`config.mk`:
```
export PLATFORM = sky130hd
export DESIGN_NAME = emb_bus
export DESIGN_NICKNAME = d
export VERILOG_FILES = /design/src/rtl/emb_pkg.sv /design/src/rtl/emb_bus.sv
export SDC_FILE = /design/constraint.sdc
export NUM_CORES = 1
export LEC_CHECK = 0
export ABC_AREA = 1
export BUFFER_PORTS_ARGS = -buffer_cell sky130_fd_sc_hd__buf_2
export CORE_MARGIN = 4
export CORE_UTILIZATION = 55
export CTS_CLUSTER_DIAMETER = 200
export DETAILED_ROUTE_END_ITERATION = 10
export PLACE_DENSITY = 0.75
export SLEW_MARGIN = 20
export SYNTH_ARGS = -nofsm -noshare
export SYNTH_HDL_FRONTEND = slang
export SYNTH_SLANG_ARGS = --single-unit
```
`constraint.sdc`:
```
create_clock -name i_clk -period 3.26 [get_ports i_clk]
set_input_delay 0.489 -clock i_clk [delete_from_list [all_inputs] [get_ports i_clk]]
set_output_delay 0.489 -clock i_clk [all_outputs]
set_load 0.02 [all_outputs]
```
`src/rtl/emb_pkg.sv`:
```
package emb_pkg;

  // Address split over the three ports
  localparam int ADDR_W = 22;
  localparam int NARROW_ADDR_W = 11;
  localparam int DATA_W = 8;
  localparam int EXT_ADDR_W = 6;
  localparam int FIFO_DEPTH = 16;

  // Reset vector locations
  localparam logic [ADDR_W-1:0] VEC_HI_ADDR = 22'h000000;
  localparam logic [ADDR_W-1:0] VEC_LO_ADDR = 22'h000001;

  // Timing
  localparam int CLK_PERIOD_NS = 20;
  localparam int DS_LOW_NS = 60;
  localparam int DS_LOW_CYC = (DS_LOW_NS + CLK_PERIOD_NS - 1) / CLK_PERIOD_NS;

  // Values after reset
  localparam logic [DATA_W-1:0] RST_BYTE = 8'h00;
  localparam logic [15:0] RST_VECTOR = 16'h0000;

  typedef struct packed {
    logic [ADDR_W-1:0] addr;
    logic write;
    logic internal;
    logic [DATA_W-1:0] wdata;
  } emb_req_t;

  typedef enum {
    ST_IDLE,
    ST_AS_LOW,
    ST_AS_HIGH,
    ST_DS_LOW,
    ST_DS_END
  } emb_state_t;

endpackage : emb_pkg

```
`src/rtl/emb_bus.sv`:
```
`timescale 1ns/1ps

module emb_fifo #(
  parameter int WIDTH = 32,
  parameter int DEPTH = 16
) (
  // Clock and reset
  input wire logic i_clk,
  input wire logic i_nrst,
  // Fill side
  input wire logic i_valid,
  input wire logic [WIDTH-1:0] i_data,
  output logic o_ready,
  // Drain side
  output logic o_valid,
  output logic [WIDTH-1:0] o_data,
  input wire logic i_ready
);
  localparam int AW = $clog2(DEPTH);
  localparam logic [AW:0] FULL = (AW+1)'(DEPTH);

  logic [WIDTH-1:0] mem [DEPTH];
  logic [AW-1:0] wr_ptr;
  logic [AW-1:0] rd_ptr;
  logic [AW:0] count;
  logic [AW:0] next_count;
  logic push;
  logic pop;

  assign push = i_valid && o_ready;
  assign pop = o_valid && i_ready;
  assign o_valid = (count != '0);
  assign o_data = mem[rd_ptr];

  always_comb begin
    next_count = count;
    if (push && !pop) begin
      next_count = count + 1'b1;
    end else if (pop && !push) begin
      next_count = count - 1'b1;
    end
  end

  always_ff @(posedge i_clk or negedge i_nrst) begin
    if (!i_nrst) begin
      count <= '0;
      o_ready <= 1'b1;
    end else begin
      count <= next_count;
      o_ready <= (next_count != FULL);
    end
  end

  always_ff @(posedge i_clk or negedge i_nrst) begin
    if (!i_nrst) begin
      wr_ptr <= '0;
      rd_ptr <= '0;
    end else begin
      if (push) begin
        wr_ptr <= wr_ptr + 1'b1;
      end
      if (pop) begin
        rd_ptr <= rd_ptr + 1'b1;
      end
    end
  end

  always_ff @(posedge i_clk) begin
    if (push) begin
      mem[wr_ptr] <= i_data;
    end
  end

endmodule : emb_fifo

module emb_bus (
  // Clock and reset
  input wire logic i_clk,
  input wire logic i_nrst,
  // Request stream from the core
  input wire logic i_req_valid,
  input wire emb_pkg::emb_req_t i_req,
  output logic o_req_ready,
  // Read answers
  output logic o_rd_valid,
  output logic [emb_pkg::DATA_W-1:0] o_rd_data,
  // Reset vector
  output logic o_boot_done,
  output logic [15:0] o_vector,
  // Pin straps and controls
  input wire logic i_wide_bus,
  input wire logic i_bus_release,
  // Strobes and direction
  output logic o_addr_strobe_n,
  output logic o_data_strobe_n,
  output logic o_rw,
  output logic o_ctrl_oe,
  // Multiplexed address and data port
  input wire logic [emb_pkg::DATA_W-1:0] i_muxed_data_port,
  output logic [emb_pkg::DATA_W-1:0] o_muxed_data_port,
  output logic o_muxed_data_oe,
  // Upper address ports
  output logic [7:0] o_upper_address_port,
  output logic [emb_pkg::EXT_ADDR_W-1:0] o_extended_address_port
);
  localparam logic [1:0] DS_LAST = 2'(emb_pkg::DS_LOW_CYC - 1);

  emb_pkg::emb_state_t state;
  emb_pkg::emb_req_t cur;
  emb_pkg::emb_req_t fifo_data;
  logic fifo_valid;
  logic fifo_pop;
  logic [1:0] ds_cnt;
  logic boot_idx;
  logic wide;
  logic strap_seen;
  logic wide_s1;
  logic wide_s2;
  logic rel_s1;
  logic rel_s2;
  logic [emb_pkg::DATA_W-1:0] din_s1;
  logic [emb_pkg::DATA_W-1:0] din_s2;

  function automatic logic [emb_pkg::ADDR_W-1:0] mask_addr(input logic [emb_pkg::ADDR_W-1:0] a, input logic w);
    mask_addr = w ? a : {11'h000, a[emb_pkg::NARROW_ADDR_W-1:0]};
  endfunction : mask_addr

  emb_fifo #(
    .WIDTH($bits(emb_pkg::emb_req_t)),
    .DEPTH(emb_pkg::FIFO_DEPTH)
  ) u_fifo (
    .i_clk(i_clk),
    .i_nrst(i_nrst),
    .i_valid(i_req_valid),
    .i_data(i_req),
    .o_ready(o_req_ready),
    .o_valid(fifo_valid),
    .o_data(fifo_data),
    .i_ready(fifo_pop)
  );

  // Boot fetches first; the queue drains only once the vector is in
  assign fifo_pop = (state == emb_pkg::ST_IDLE) && o_boot_done && fifo_valid;

  // Strap flops run through reset, so the strap has settled when reset lifts
  always_ff @(posedge i_clk) begin
    wide_s1 <= i_wide_bus;
    wide_s2 <= wide_s1;
  end

  // Pin synchronisers
  always_ff @(posedge i_clk or negedge i_nrst) begin
    if (!i_nrst) begin
      rel_s1 <= 1'b0;
      rel_s2 <= 1'b0;
      din_s1 <= emb_pkg::RST_BYTE;
      din_s2 <= emb_pkg::RST_BYTE;
    end else begin
      rel_s1 <= i_bus_release;
      rel_s2 <= rel_s1;
      din_s1 <= i_muxed_data_port;
      din_s2 <= din_s1;
    end
  end

  // Strap caught once after release, not under reset
  always_ff @(posedge i_clk or negedge i_nrst) begin
    if (!i_nrst) begin
      wide <= 1'b0;
      strap_seen <= 1'b0;
    end else if (!strap_seen) begin
      wide <= wide_s2;
      strap_seen <= 1'b1;
    end
  end

  // Floating the controls lets another master own the bus
  always_ff @(posedge i_clk or negedge i_nrst) begin
    if (!i_nrst) begin
      o_ctrl_oe <= 1'b1;
    end else begin
      o_ctrl_oe <= !rel_s2;
    end
  end

  // Cycle sequencer
  always_ff @(posedge i_clk or negedge i_nrst) begin
    if (!i_nrst) begin
      state <= emb_pkg::ST_IDLE;
      cur <= '0;
      ds_cnt <= 2'h0;
      o_addr_strobe_n <= 1'b1;
      o_data_strobe_n <= 1'b1;
      o_rw <= 1'b1;
      o_muxed_data_port <= emb_pkg::RST_BYTE;
      o_muxed_data_oe <= 1'b0;
      o_upper_address_port <= 8'h00;
      o_extended_address_port <= 6'h00;
    end else begin
      case (state)
        emb_pkg::ST_IDLE: begin
          if (strap_seen && (!o_boot_done || fifo_valid)) begin
            cur <= o_boot_done ? fifo_data : emb_pkg::emb_req_t'{
              addr: boot_idx ? emb_pkg::VEC_LO_ADDR : emb_pkg::VEC_HI_ADDR,
              write: 1'b0, internal: 1'b0, wdata: emb_pkg::RST_BYTE};
            {o_extended_address_port, o_upper_address_port, o_muxed_data_port} <=
              mask_addr(o_boot_done ? fifo_data.addr : {21'h000000, boot_idx}, wide);
            o_muxed_data_oe <= 1'b1;
            o_rw <= !(o_boot_done && fifo_data.write && !fifo_data.internal);
            o_addr_strobe_n <= 1'b0;
            state <= emb_pkg::ST_AS_LOW;
          end
        end
        emb_pkg::ST_AS_LOW: begin
          o_addr_strobe_n <= 1'b1;
          state <= emb_pkg::ST_AS_HIGH;
        end
        emb_pkg::ST_AS_HIGH: begin
          // Data and strobe change on one edge, address already latched
          o_muxed_data_port <= cur.wdata;
          o_muxed_data_oe <= cur.write && !cur.internal;
          o_data_strobe_n <= cur.internal;
          ds_cnt <= 2'h0;
          state <= emb_pkg::ST_DS_LOW;
        end
        emb_pkg::ST_DS_LOW: begin
          ds_cnt <= ds_cnt + 2'h1;
          if (ds_cnt == DS_LAST) begin
            o_data_strobe_n <= 1'b1;
            state <= emb_pkg::ST_DS_END;
          end
        end
        emb_pkg::ST_DS_END: begin
          o_muxed_data_oe <= 1'b0;
          o_rw <= 1'b1;
          state <= emb_pkg::ST_IDLE;
        end
        default: begin
          state <= emb_pkg::ST_IDLE;
        end
      endcase
    end
  end

  // Answers and vector; read byte is the port one clock before the strobe rises,
  // as the two-flop synchroniser costs the remaining clocks
  always_ff @(posedge i_clk or negedge i_nrst) begin
    if (!i_nrst) begin
      o_rd_valid <= 1'b0;
      o_rd_data <= emb_pkg::RST_BYTE;
      o_boot_done <= 1'b0;
      o_vector <= emb_pkg::RST_VECTOR;
      boot_idx <= 1'b0;
    end else begin
      o_rd_valid <= 1'b0;
      if (state == emb_pkg::ST_DS_END && !cur.write && !cur.internal) begin
        if (!o_boot_done) begin
          if (boot_idx) begin
            o_vector[7:0] <= din_s2;
            o_boot_done <= 1'b1;
          end else begin
            o_vector[15:8] <= din_s2;
          end
          boot_idx <= 1'b1;
        end else begin
          o_rd_valid <= 1'b1;
          o_rd_data <= din_s2;
        end
      end
    end
  end

endmodule : emb_bus

```
==> results.md <==
- Pleak: 9.96 nW
- Critical R2R Capture: o_rw$_DFFE_PN1P_
- GRT overflow: 0
- Syn-to-layout area delta: 12.9%
- Starting Density: 56.1%
- I/O Pins: 99
- GPL Wtd Cong: 0.852
- Setup crit end kind: flip-flop
- Global-route wire length before repair: 88,500 um
- Synth warn: 0
- Crit path required time: 3.80 ns
- Reg area: 18,000 sq um
- Combinational power share: 25.7%
- Final WL: 57,700 um
- Setup crit start kind: flip-flop
- All-Layer GR Usage: 24.1%
- Max Clock Skew: 0.0260 ns
- Crit path kind: reg -> reg
- Sequential area share after synthesis: 74.0%
- Post-DP HPWL: 33,600 um
- FILL cells: 3,164
- Die Y: 218 um
- Max IR drop VDD: 586 uV
- Die area: 47,600 sq um
- Net Switching: 0.00720 W
- Largest net degree at the start of global routing: 213
- Htree depth: 2
- R2R depth: 8
- Ant diodes: 0
- Slew Limit Fails: 0
- Reg2Reg Launch Point: u_fifo.rd_ptr[0]$_DFFE_PN0P_
- Worst setup path endpoint: o_rw$_DFFE_PN1P_
- Buffers on Ports: 98
- Synth cell types: 36
- Clock Power Share: 29.5%
- Flop pwr share: 44.8%
- Num CTS Buffers: 58
- Initial antenna violation count: 1
- Avg Vias per Cell: 5.87
- Bufs on Longest Clock Path: 3
- Pre-antenna DRT Iters: 6
- P_int: 0.0148 W
- Net Count, Synth: 2,014
- Clock Tree Root: clkbuf_16
- Synthesized area: 24,300 sq um
- Max-slew headroom: 34.9%
- Wirelength per Cell: 21.5 um
- Max frequency: 412 MHz
- CP arrival: 2.96 ns
- Hold Fails Final Rpt: 0
- Flop2flop setup slack: 0.83 ns
- Iteration-0 DRC Markers: 2,008
- Syn Inst Count: 1,961
- Worst Tran Pin Value: 0.977 ns
- Post-DP Area: 25,500 sq um
- Vias in the first global route: 15,500
- Nets: 2,109
- Status: finished, final reports clean
- Final setup viols: 0
- Avg Cell Area, Syn: 12.4 sq um
- CP max FO: 212
- Share of cells above drive strength 1: 12.1%
- Number of synthesized register bits: 617
- Multi-input logic area: 5540 sq um
- Worst min path class: in -> reg
- Maxcap violations: 0
- Power Dens Cells: 801 nW/um^2
- Post-route cell area: 27,400 sq um
- CTS tree: yes
- Core footprint: 43,400 sq um
- RSZ-0062 raised after global routing: false
- Setup bufs post-CTS: 0
- TritonCTS Sinks: 617
- Sw Share: 32.8%
- Placed cell count: 2,570
- Die extent in x: 218 um
- Final min period: 2.43 ns
- Final non-filler cell total: 2,687
- Via Count: 15,800
- DRC Markers: 0
- Cell Rows: 76
- Final worst-path cycle share: 74.5%
- Clock transition at path regs: 0.06 ns
- Worst-Skew Late Latency: 0.63 ns
- Critical Path Start: u_fifo.rd_ptr[0]$_DFFE_PN0P_
- Post-DRT Antenna Nets: 0
-- stage by stage --
stage / setup WS [ns] / TNS [ns] / hold slack [ns] / power [W] / utilization [%]
floorplan: -0.218 / -13.98 / 0.193 / 0.0138 / -
global placement: 0.984 / 0 / 0.321 / 0.0154 / 58.8
detailed placement: 0.929 / 0 / 0.319 / 0.0156 / 58.8
CTS: 0.921 / 0 / 0.232 / 0.0220 / 63.3
global route: 0.670 / 0 / 0.250 / 0.0231 / 63.3
finish: 0.832 / 0 / 0.263 / 0.0220 / 63.3
-- registers in the layout (all words and copies together), names as in the netlist, 2 cells and up --
register                 flops
u_fifo.mem                 512
o_vector                    16
cur                         10
din_s1                       8
din_s2                       8
o_muxed_data_port            8
o_rd_data                    8
o_upper_address_port         8
o_extended_address_port      6
u_fifo.count                 5
u_fifo.rd_ptr                4
u_fifo.wr_ptr                4
state                        3
ds_cnt                       2
-- power groups by stage --
stage	clock network (W)	logic (W)	registers, W
floorplan	0	0.00370	0.0101
global placement	0	0.00540	0.00995
detailed placement	0	0.00558	0.00999
CTS	0.00656	0.00563	0.00984
global route	0.00692	0.00624	0.00990
finish	0.00648	0.00566	0.00985
-- routing by layer --
| layer | GRT usage, % | vias to the layer above | wire [um] |
|---|---|---|---|
| met5 | 0 | - | 17 |
| met4 | 7.01 | 2 | 1020 |
| met3 | 5.02 | 89 | 5610 |
| met2 | 37.7 | 800 | 27100 |
| met1 | 34.8 | 7760 | 24000 |
| li1 | - | 7130 | - |
-- Yosys cell counts (all sizes together) --
| cell | count | area, sq um |
|---|---|---|
| a21oi | 12 | 60.1 |
| buf | 75 | 485 |
| clkbuf | 40 | 153 |
| clkinv | 2 | 7.51 |
| conb | 1 | 3.75 |
| dfrtp | 98 | 2450 |
| dfstp | 5 | 131 |
| dfxtp | 2 | 40.0 |
| edfxtp | 512 | 15400 |
| ha | 8 | 100 |
| inv | 64 | 245 |
| nand2 | 227 | 857 |
| nand3 | 97 | 490 |
| nand4 | 3 | 18.8 |
| nor2 | 382 | 1450 |
| nor3 | 5 | 30.0 |
| nor4 | 1 | 12.5 |
| o211ai | 84 | 631 |
| o21ai | 319 | 1600 |
| o221ai | 1 | 8.76 |
| o22ai | 14 | 87.6 |
| o31ai | 1 | 7.51 |
| xor2 | 8 | 70.1 |
-- cell usage in the layout (no fill, tap or decap), drive strengths merged, types with 4 or more instances in the layout --
cell,n
xor2,8
o21ai,319
clkbuf,80
dfstp,5
clkinv,20
inv,67
nor3,5
buf,139
dlygate4sd3,11
edfxtp,512
bufinv,4
nand3,97
a21oi,12
dfrtp,98
nand2,227
ha,8
o211ai,84
nor2,382
o22ai,14
-- area by class of cell --
class	instances	share of cell area, %
well taps	585	2.67
flip-flops and latches	617	65.6
clock inverters	26	0.894
clock buffers	80	5.74
multi-input cells	1163	20.2
repair buffers	150	3.96
inverters	66	0.930
-- worst max-delay path, stage by stage (launching register included) --
cell      delay [ns]
dfrtp_4         0.47
buf_12          0.58
o21ai_0         0.20
o211ai_1        0.24
nand3_1         0.23
nand2_1         0.24
nand2_1         0.08
nand2_1         0.06
nand2_1         0.06
-- cells by family after synthesis --
group	after synthesis	synth area share, %
AND/OR/NAND/NOR	715	11.8
adder cells (fa/ha/maj)	8	0.412
flip-flops	617	74.0
AO/OA/AOI/OAI	431	9.83
buffers and inverters	181	3.66
XOR/XNOR	8	0.288
other	1	0.0154
-- worst min-delay path by stage --
stage          cells after the start       startpoint                     endpoint  slack [ns]
3_5_place_dp                       0  wide_s1$_DFF_P_              wide_s2$_DFF_P_        0.32
6_report                           1        i_req[12]  u_fifo.mem[3][12]$_DFFE_PP_        0.26
2_1_floorplan                      0           i_nrst         boot_idx$_DFFE_PN0P_        0.19
4_1_cts                            1         i_req[3]   u_fifo.mem[7][3]$_DFFE_PP_        0.23
3_3_place_gp                       0  wide_s1$_DFF_P_              wide_s2$_DFF_P_        0.32
5_1_grt                            1         i_req[3]   u_fifo.mem[3][3]$_DFFE_PP_        0.25
-- timing repair --
action | CTS | global route
hold endpoints to repair | 59 | 0
gates resized for setup | 0 | 0
hold buffers | 11 | 0
No activity file was read; power rests on OpenSTA's default activity.
